## config.mk

```make
export PLATFORM = sky130hd
export DESIGN_NAME = pca_counter_control
export DESIGN_NICKNAME = d
export VERILOG_FILES = /design/src/pca_pkg.sv /design/src/pca_counter_control.sv /design/src/pca_prescaler.sv
export SDC_FILE = /design/constraint.sdc
export NUM_CORES = 1
export LEC_CHECK = 0
export CAP_MARGIN = 20
export CORE_ASPECT_RATIO = 1.1
export CORE_MARGIN = 10
export CORE_UTILIZATION = 40
export DETAILED_ROUTE_END_ITERATION = 7
export DONT_BUFFER_PORTS = 1
export PLACE_DENSITY = 0.56
export SLEW_MARGIN = 10
export SYNTH_ARGS = -nofsm -noshare
export SYNTH_HDL_FRONTEND = slang
export SYNTH_SLANG_ARGS = --single-unit
```

## constraint.sdc

```tcl
create_clock -name clk -period 2.3 [get_ports clk]
set_clock_uncertainty 0.15 [all_clocks]
set_input_delay 0 -clock clk [delete_from_list [all_inputs] [get_ports clk]]
set_output_delay 0 -clock clk [all_outputs]
set_load 0.02 [all_outputs]
```

## src/pca_pkg.sv

```systemverilog
// Package of constants for the counter array control block
package pca_pkg;
  localparam logic [7:0] CTRL_ADDR = 8'hD8;
  localparam logic [7:0] MODE_ADDR = 8'hD9;
  localparam logic [7:0] CTRL_RESET = 8'h00;
  localparam logic [7:0] MODE_RESET = 8'h00;
  // Control register fields
  localparam int OVF_BIT = 7;
  localparam int RUN_BIT = 6;
  localparam int NUM_MODULES = 5;
  // Mode register fields
  localparam int IDLE_GATE_BIT = 7;
  localparam int WDOG_EN_BIT = 6;
  localparam int SRC_HI_BIT = 2;
  localparam int SRC_LO_BIT = 1;
  localparam int OVF_IE_BIT = 0;
  // Prescale counts
  localparam logic [3:0] DIV_12 = 4'hC;
  localparam logic [3:0] DIV_6 = 4'h6;
  localparam logic [3:0] DIV_4 = 4'h4;
  localparam logic [3:0] DIV_2 = 4'h2;
  typedef enum logic [1:0] {
    SRC_OSC_SLOW = 2'b00,
    SRC_OSC_FAST = 2'b01,
    SRC_TIMER0 = 2'b10,
    SRC_EXT = 2'b11
  } count_src_t;
endpackage

```

## src/pca_counter_control.sv

```systemverilog
// Time base, run control, flags and interrupt of the counter array
module pca_counter_control
  import pca_pkg::*;
(
  input wire logic clk,
  input wire logic srst,
  input wire logic [7:0] sfr_addr,
  input wire logic [7:0] sfr_wdata,
  input wire logic sfr_wr,
  output logic [7:0] sfr_rdata,
  input wire logic cpu_idle,
  input wire logic double_speed_mode,
  input wire logic timer0_overflow,
  input wire logic ext_count_input,
  input wire logic [4:0] module_event,
  input wire logic [4:0] module_irq_enable,
  output logic [15:0] count_value,
  output logic count_tick,
  output logic wdog_enable_m4,
  output logic prog_counter_array_irq
);
  // Register file
  logic [7:0] array_counter_control;
  logic [7:0] array_counter_mode;
  logic [7:0] next_control;
  logic [7:0] next_mode;
  logic ctrl_wr;
  logic mode_wr;

  // Time base
  logic [15:0] counter;
  logic [15:0] next_counter;
  logic next_count_tick;
  logic wrap;

  // External count pin
  logic ext_sync1;
  logic ext_sync2;
  logic ext_prev;
  logic next_ext_sync1;
  logic next_ext_sync2;
  logic next_ext_prev;
  logic ext_fall;

  // Count source selection and gating
  count_src_t src;
  logic [3:0] divide;
  logic div_run;
  logic div_tick;
  logic step;
  logic gated;

  // Interrupt sources
  logic [4:0] flag_set;
  logic [4:0] flag_irq;
  logic ovf_irq;

  // Write strobes of the two registers
  assign ctrl_wr = sfr_wr && (sfr_addr == CTRL_ADDR);
  assign mode_wr = sfr_wr && (sfr_addr == MODE_ADDR);
  // Count source from the two select bits of the mode register
  assign src = count_src_t'({array_counter_mode[SRC_HI_BIT],
                             array_counter_mode[SRC_LO_BIT]});
  // Counting stops when run is low or idle gating applies
  assign gated = !array_counter_control[RUN_BIT] ||
    (cpu_idle && array_counter_mode[IDLE_GATE_BIT]);

  // Division ratio of the internal sources; double speed halves it
  always_comb begin
    divide = DIV_12;
    case (src)
      SRC_OSC_SLOW: divide = double_speed_mode ? DIV_6 : DIV_12;
      SRC_OSC_FAST: divide = double_speed_mode ? DIV_2 : DIV_4;
      default: divide = DIV_12;
    endcase
  end

  // The divider rests for the timer and external sources, so a later
  // switch back to an internal source starts with a full period
  assign div_run = !gated && !src[1];

  pca_prescaler u_prescaler (
    .clk(clk),
    .srst(srst),
    .run(div_run),
    .divide(divide),
    .tick(div_tick)
  );

  // One step per count event of the selected source
  always_comb begin
    step = 1'b0;
    case (src)
      SRC_OSC_SLOW: step = div_tick;
      SRC_OSC_FAST: step = div_tick;
      SRC_TIMER0: step = timer0_overflow;
      SRC_EXT: step = ext_fall;
      default: step = 1'b0;
    endcase
    if (gated) begin
      step = 1'b0;
    end
  end

  // Rollover happens on the step taken from all ones
  assign wrap = step && (counter == 16'hFFFF);

  // Software writes first and hardware sets after them, so that an
  // event in the cycle of a clearing write is not lost
  always_comb begin
    next_control = array_counter_control;
    next_mode = array_counter_mode;
    if (mode_wr) begin
      // Reserved bits are not stored and read back as zero
      next_mode = sfr_wdata & 8'hC7;
    end
    if (ctrl_wr) begin
      // Software may set or clear flags and the run bit
      next_control = sfr_wdata & 8'hDF;
    end
    // Only a write lowers a flag; hardware only ever sets them
    if (wrap) begin
      next_control[OVF_BIT] = 1'b1;
    end
    next_control[4:0] = next_control[4:0] | flag_set;
  end

  always_ff @(posedge clk) begin
    if (srst) begin
      array_counter_control <= CTRL_RESET;
      array_counter_mode <= MODE_RESET;
    end else begin
      array_counter_control <= next_control;
      array_counter_mode <= next_mode;
    end
  end

  // Time base shared by all modules; the tick marks each step
  always_comb begin
    next_counter = counter;
    next_count_tick = step;
    if (step) begin
      next_counter = counter + 16'h0001;
    end
  end

  always_ff @(posedge clk) begin
    if (srst) begin
      counter <= 16'h0000;
      count_tick <= 1'b0;
    end else begin
      counter <= next_counter;
      count_tick <= next_count_tick;
    end
  end

  // Two flops bring the pin into the clock domain; the third holds the
  // previous synchronised level so each falling edge counts once
  always_comb begin
    next_ext_sync1 = ext_count_input;
    next_ext_sync2 = ext_sync1;
    next_ext_prev = ext_sync2;
  end

  always_ff @(posedge clk) begin
    if (srst) begin
      ext_sync1 <= 1'b0;
      ext_sync2 <= 1'b0;
      ext_prev <= 1'b0;
    end else begin
      ext_sync1 <= next_ext_sync1;
      ext_sync2 <= next_ext_sync2;
      ext_prev <= next_ext_prev;
    end
  end

  // Resetting low makes a high pin after reset a rise, never a fall
  assign ext_fall = ext_prev && !ext_sync2;

  // Per-module flag set and interrupt request
  for (genvar m = 0; m < NUM_MODULES; m++) begin : g_module
    assign flag_set[m] = module_event[m];
    assign flag_irq[m] =
      array_counter_control[m] && module_irq_enable[m];
  end

  assign ovf_irq = array_counter_control[OVF_BIT] &&
    array_counter_mode[OVF_IE_BIT];
  // Overflow and all module flags share one request line
  assign prog_counter_array_irq = ovf_irq || (|flag_irq);

  // Register read; unmapped addresses return zero
  // Reads are combinational, so a write shows on the following cycle
  always_comb begin
    sfr_rdata = 8'h00;
    if (sfr_addr == CTRL_ADDR) begin
      sfr_rdata = array_counter_control;
    end else if (sfr_addr == MODE_ADDR) begin
      sfr_rdata = array_counter_mode;
    end
  end

  // Common time base for capture, timer, fast output and PWM functions
  assign count_value = counter;
  // Modules 0 to 3 get no watchdog enable; only module 4 does
  assign wdog_enable_m4 = array_counter_mode[WDOG_EN_BIT];
endmodule

```

## src/pca_prescaler.sv

```systemverilog
// Divider that makes the one-cycle count enable from the oscillator clock
module pca_prescaler
  import pca_pkg::*;
(
  input wire logic clk,
  input wire logic srst,
  input wire logic run,
  input wire logic [3:0] divide,
  output logic tick
);
  logic [3:0] count;
  logic [3:0] next_count;

  always_comb begin
    next_count = count;
    tick = 1'b0;
    if (!run) begin
      next_count = 4'h0;
    end else if (count >= divide - 4'h1) begin
      next_count = 4'h0;
      tick = 1'b1;
    end else begin
      next_count = count + 4'h1;
    end
  end

  always_ff @(posedge clk) begin
    if (srst) begin
      count <= 4'h0;
    end else begin
      count <= next_count;
    end
  end
endmodule

```

# ---- Yosys cells after proc, flatten, opt, wreduce, memory -nomap -nowiden
# Cells that the tools add are included.
dict set report word_totals {
  register_bits 36
  inputBits 33
}
dict set report op_classes {
  add_sub_neg 3
  n_lt_le_gt_ge 1
  eq_ne 6
  mux 11
  bitwise_logic 2
  n_reduce_logical 23
}
# operator count
set op_table {}
lappend op_table {{2-to-1 mux 8 bit} 3}
lappend op_table {{adder 16 x 1 -> 16 bit (second input constant)} 1}
lappend op_table {{== test 16 bit (second input constant)} 1}
lappend op_table {{== test 8 bit (second input constant)} 2}
lappend op_table {{logical AND 1 bit} 12}
lappend op_table {{one-hot mux 4 bit (2 select lines)} 1}
lappend op_table {{OR 5 bit} 1}
lappend op_table {{OR reduction 5 bit} 1}
lappend op_table {{adder 4 x 1 -> 4 bit (second input constant)} 1}
lappend op_table {{== test 2 bit (second input constant)} 2}
lappend op_table {{>= comparator 4 bit} 1}
lappend op_table {{zero test 1 bit} 4}
lappend op_table {{2-to-1 mux 1 bit} 4}
lappend op_table {{2-to-1 mux 4 bit} 1}
lappend op_table {{subtractor 4 x 1 -> 4 bit (second input constant)} 1}
lappend op_table {{2-to-1 mux 3 bit} 1}
lappend op_table {{one-hot mux 1 bit (3 select lines)} 1}
lappend op_table {{OR reduction 3 bit} 1}
lappend op_table {{== test 2 x 1 -> 1 bit (second input constant)} 1}
lappend op_table {{zero test 2 bit} 1}
lappend op_table {{logical OR 1 bit} 2}
lappend op_table {{nonzero test 2 bit} 1}
lappend op_table {{OR reduction 2 bit} 1}
lappend op_table {{inverter 1 bit} 1}

# ---- Longest topological paths before layout
dict set report depth {
  depth_word 10
  ltp_mapped 9
  mapped_depth_nobuf 7
}

# ---- Hierarchy
# From an unflattened synthesis, not the netlist that was laid out.
dict set report hier_totals {
  hier_cells 207
  hier_area_um2 1794.2
}
# mod n_inst cells_per_inst area_per_inst_um2 seq_area_each_um2
set by_module_without_submodules {}
lappend by_module_without_submodules {pca_counter_control 1 177 1511.4 640.6}
lappend by_module_without_submodules {pca_prescaler 1 30 282.8 80.1}

# ---- Worst setup path before layout
# No wires, ideal clock.
dict set report synth_timing {
  kind {reg-to-reg}
  start {reg array_counter_mode[1]}
  end {reg counter[1], in the netlist count_value[1]}
  arrival_time_ns 1.857
  required_time_ns 2.080
  setup_slack_ns 0.222
  path_stages_with_launch 10
  cell_sequence {dfxtp_1 -> nor2_1 -> nor2_1 -> ha_1 -> a211o_1 -> a31oi_2 -> buf_4 -> buf_2 -> o21ai_0 -> a21oi_1}
}
dict set report synth_between {
  elab_chain_cells 8
}
# item line_no
set synth_lines {}
lappend synth_lines {{start, declared} pca_counter_control.sv:24} ;# logic [7:0] array_counter_mode;
lappend synth_lines {{start signal, assigned} pca_counter_control.sv:134} ;# array_counter_mode <= next_mode;
lappend synth_lines {{== test 2 x 1 -> 1 bit / zero test 2 bit (equally long branches)} {pca_counter_control.sv:71, pca_counter_control.sv:93}}
lappend synth_lines {{one-hot mux 4 bit (2 select lines)} pca_counter_control.sv:71} ;# case (src)
lappend synth_lines {{subtractor 4 x 1 -> 4 bit} pca_prescaler.sv:19} ;# end else if (count >= divide - 4'h1) begin
lappend synth_lines {{>= comparator 4 bit} pca_prescaler.sv:19}
lappend synth_lines {{2-to-1 mux 1 bit} pca_prescaler.sv:19}
lappend synth_lines {{2-to-1 mux 1 bit} pca_prescaler.sv:17} ;# if (!run) begin
lappend synth_lines {{one-hot mux 1 bit (3 select lines) (*)} pca_counter_control.sv:93} ;# case (src)
lappend synth_lines {{2-to-1 mux 1 bit (*)} pca_counter_control.sv:100} ;# if (gated) begin
lappend synth_lines {{end signal, assigned} pca_counter_control.sv:152} ;# counter <= next_counter;
lappend synth_lines {{end, declared} pca_counter_control.sv:31} ;# logic [15:0] counter;
# Mark *: on every way between the ends. The rest lies on a longest branch, timed or not.
# A chain may end at the register's enable or synchronous reset.

# ---- Worst setup path in the final report
dict set report layout_timing {
  start {reg array_counter_mode[1]}
  end {reg counter[2], in the netlist count_value[2]}
}
# The elaborated chain is that of the path after synthesis.

==> impl_metrics.env <==
export IMPL_p_int_w=0.000918
export IMPL_cts_tree="yes"
export IMPL_rrSetupSlack_ns=0.17
export IMPL_grt_use_met2_pct=23.9
export IMPL_grt_use_met1_pct=14.3
export IMPL_grt_pass1_wl_um=9090
export IMPL_synthXorXnorAreaFrac_pct=0.933
export IMPL_slew_violations=0
export IMPL_nNetsFinal=278
export IMPL_grt_max_degree=36
export IMPL_synth_seq_cells=36
export IMPL_place_gp_congestion=0.795
export IMPL_synth_flop_cell="dfxtp_1"
export IMPL_syn_inst=205
export IMPL_seq_area_um2=722
export IMPL_routed_wl_um=5480
export IMPL_rr_startpoint="array_counter_mode[1]"
export IMPL_switching_share_pct=22.2
export IMPL_power_density_mw_per_mm2=498
export IMPL_async_flop_share_pct=0
export IMPL_cts_sinks=36
export IMPL_hold_path_depth=3
export IMPL_clk_pin_slew_ns=0.07
export IMPL_max_freq_ghz=0.470
export IMPL_clock_root_buffer="clkbuf_8"
export IMPL_cts_buffer_depth=2
export IMPL_status="finished, final reports clean"
export IMPL_grt_busiest_layer="met2"
export IMPL_boundaryPins=60
export IMPL_critPathMaxFanout=21
export IMPL_area_growth_pct=26.0
export IMPL_critPathKind="flip-flop to flip-flop"
export IMPL_reg2regPathDepth=8
export IMPL_period_minus_slack_ns=2.13
export IMPL_synth_compound_area_share_pct=20.9
export IMPL_placementRows=26
export IMPL_critPathMaxStageDelay_ns=0.33
export IMPL_met3_usage_pct=5.84
export IMPL_routedWlPerCell_um=18.4
export IMPL_fillers=410
export IMPL_setup_viol=0
export IMPL_antenna_found_initial=0
export IMPL_die_h_um=91.9
export IMPL_slowest_stage="dfxtp_1"
export IMPL_antenna_cells=0
export IMPL_fp_coreArea_mm2=0.00459
export IMPL_detail_route_vias_per_cell=5.89
export IMPL_fin_tns_setup_ns=0
export IMPL_yosysUniqueCellTypes=45
export IMPL_clk_latency_ns=0.29
export IMPL_cts_buffers=5
export IMPL_ys_seq_area_share_pct=38.4
export IMPL_hold_slack_ns=0.0713
export IMPL_final_util_pct=51.6
export IMPL_crit_required_ns=2.32
export IMPL_combPwrFrac_pct=6.7
export IMPL_worstHoldStart="timer0_overflow"
export IMPL_r2r_end="count_value[2]"
export IMPL_multiInputGateArea_mm2=0.00107
export IMPL_p_switching_w=0.000262
export IMPL_clkPwrFrac_pct=39.3
export IMPL_cts_htree_levels=2
export IMPL_drt_first_pass_iters=4
export IMPL_muxShareOfSynthArea_pct=4.40
export IMPL_ir_worst_vdd_mv=0.270
export IMPL_drc_errors=0
export IMPL_grt_pass1_vias=1783
export IMPL_final_layout_size_suffix_gt1_share_pct=12.0
export IMPL_synth_edf_count=0
export IMPL_hold_path_end="count_tick"
export IMPL_synthSimpleGateAreaFrac_pct=26.8
export IMPL_slew_headroom_pct=58.4
export IMPL_grt_ovfl_total=0
export IMPL_avgSynthCellArea_um2=9.16
export IMPL_vias=1749
export IMPL_dp_hpwl_um=3750
export IMPL_hold_path_class="input pin to flip-flop"
export IMPL_start_util_pct=40.9
export IMPL_hold_violations=0
export IMPL_cp_end_kind="flip-flop"
export IMPL_worstPathCellList="nor2_1 -> nor2_1 -> ha_1 -> a211o_1 -> a31oi_2 -> buf_6 -> nor3b_1 -> mux2_2"
export IMPL_drv_cap=0
export IMPL_die_area_mm2=0.00784
export IMPL_synth_warnings=0
export IMPL_cpMostUsedCell="nor2_1"
export IMPL_leakage_nw=0.894
export IMPL_syn_area_mm2=0.00188
export IMPL_rsz0062_at_grt="no"
export IMPL_synth_top_family_by_area="simple AND/OR/NAND/NOR gates"
export IMPL_io_buffer_count=0
export IMPL_tightest_slew_ns=0.618
export IMPL_seqPwrFrac_pct=54.0
export IMPL_critPathArrivalTime_ns=2.15
export IMPL_fin_crit_sh_pct=92.4
export IMPL_die_w_um=85.3
export IMPL_grt_usage_pct=13.9
export IMPL_drt_iter0_markers=63
export IMPL_syn_nets=243
export IMPL_drtAntennaViolNets=0
export IMPL_start_kind="flip-flop"
export IMPL_synthAdderAreaFrac_pct=3.33
-- through the flow --
step | power (W) | setup slack, ns | area (um2) | instances
after floorplan | 0.000692 | 0.222 | 1880 | 205
after detailed placement | 0.000687 | 0.167 | 1940 | 257
after global routing | 0.00123 | 0.0335 | 2370 | 297
after global placement | 0.000684 | 0.203 | 1940 | 257
final | 0.00118 | 0.174 | 2370 | 297
after CTS | 0.00119 | 0.0987 | 2340 | 295
-- per-layer routing --
| metal | share of wire (%) | vias up |
|---|---|---|
| met5 | 0 | - |
| met4 | 2.0 | 0 |
| met3 | 8.9 | 10 |
| met2 | 50 | 57 |
| met1 | 39 | 843 |
| li1 | - | 839 |
-- cells by family (layout without fill, tap and decap cells) --
family | Yosys count | count (layout)
and+or+nand+nor | 79 | 79
AOI/OAI and AO/OA | 55 | 55
DFF | 36 | 36
buffers and inverters | 19 | 55
muxes | 8 | 8
adders and majority gates | 5 | 5
xor gates and xnor gates | 2 | 2
other | 1 | 1
-- synth_stat cells, types with 2 or more instances --
cell type / number / area (um2)
dfxtp_1: 36 / 721
a21oi_1: 26 / 130
nand3_1: 13 / 65.1
o31ai_1: 12 / 90.1
or4_1: 11 / 82.6
nand2_1: 10 / 37.5
inv_1: 7 / 26.3
nor2_1: 7 / 26.3
nor2b_1: 7 / 43.8
clkbuf_1: 6 / 22.5
mux2i_1: 6 / 60.1
a22o_1: 5 / 43.8
ha_1: 5 / 62.6
and3_1: 4 / 25.0
nand4_1: 4 / 25.0
a22oi_1: 3 / 22.5
and2_1: 3 / 18.8
o21ai_0: 3 / 15.0
and4_1: 2 / 17.5
buf_2: 2 / 10.0
buf_4: 2 / 15.0
buf_6: 2 / 22.5
mux2_2: 2 / 22.5
nand2b_1: 2 / 12.5
nand4b_1: 2 / 17.5
nor3_1: 2 / 10.0
nor3b_1: 2 / 15.0
or3_1: 2 / 12.5
-- worst max-delay path: cells and delay by family (launching register included) --
| family | cells | cell delay [ns] |
|---|---|---|
| AO/OA/AOI/OAI | 2 | 0.51 |
| flip-flops | 1 | 0.33 |
| adder cells (fa/ha/maj) | 1 | 0.30 |
| multiplexers | 1 | 0.29 |
| AND/OR/NAND/NOR | 3 | 0.23 |
| buffers and inverters | 1 | 0.20 |
-- power groups by stage --
stage | Combinational (W) | Clock [W] | Sequential (W)
finish | 0.0000790 | 0.000464 | 0.000637
global route | 0.0000859 | 0.000506 | 0.000638
CTS | 0.0000771 | 0.000472 | 0.000637
detailed placement | 0.0000355 | 0 | 0.000651
global placement | 0.0000334 | 0 | 0.000651
floorplan | 0.0000419 | 0 | 0.000650
-- sequential cells by signal, summed over array words and instances, names as in the netlist --
name,cells
array_counter_control,7
array_counter_mode,5
count_tick,1
count_value,16
ext_prev,1
ext_sync1,1
ext_sync2,1
u_prescaler.count,4
-- cell usage in the layout, fill, tap and decap left out, types with 2 or more instances in the layout --
cell type and n:
a21oi_1 26, clkbuf_8 6, dlygate4sd3_1 29, clkbuf_1 2, nand2_1 10, nor3_1 2
nand2b_1 2, or4_1 11, mux2i_1 6, o21ai_0 3, nor2b_1 7, mux2_2 2
a22oi_1 3, and4_1 2, dfxtp_1 35, and3_1 4, and2_1 3, nor3b_1 2
or3_1 2, inv_1 7, nand4b_1 2, ha_1 5, a22o_1 5, nand4_1 4
o31ai_1 12, nand3_1 13, buf_4 9, nor2_1 7
-- layout make-up --
class | instances | share of cell area (%)
sequential | 36 | 30.5
timing repair buffer | 40 | 16.4
clock buffer | 8 | 3.81
tap | 56 | 2.96
multi-input combinational | 150 | 45.2
inverter | 7 | 1.11
-- worst max-delay path by stage --
stage          cells after the start                  start                       end  slack, ns
2_1_floorplan                      9  array_counter_mode[1]            count_value[1]       0.22
3_3_place_gp                       7  array_counter_mode[2]            count_value[2]       0.20
3_5_place_dp                       7  array_counter_mode[2]            count_value[2]       0.17
4_1_cts                            6            sfr_addr[5]  array_counter_control[6]        0.1
5_1_grt                            8  array_counter_mode[1]            count_value[2]       0.03
6_report                           8  array_counter_mode[1]            count_value[2]       0.17
-- what timing repair did --
item | 4_1_cts | 5_1_grt
hold buffers | 30 | 0
hold endpoints to repair | 36 | 0
setup endpoints to repair | 0 | 4
gates resized for setup | 0 | 3
setup buffers | 0 | 2
Power figures use the tool's default switching activity.
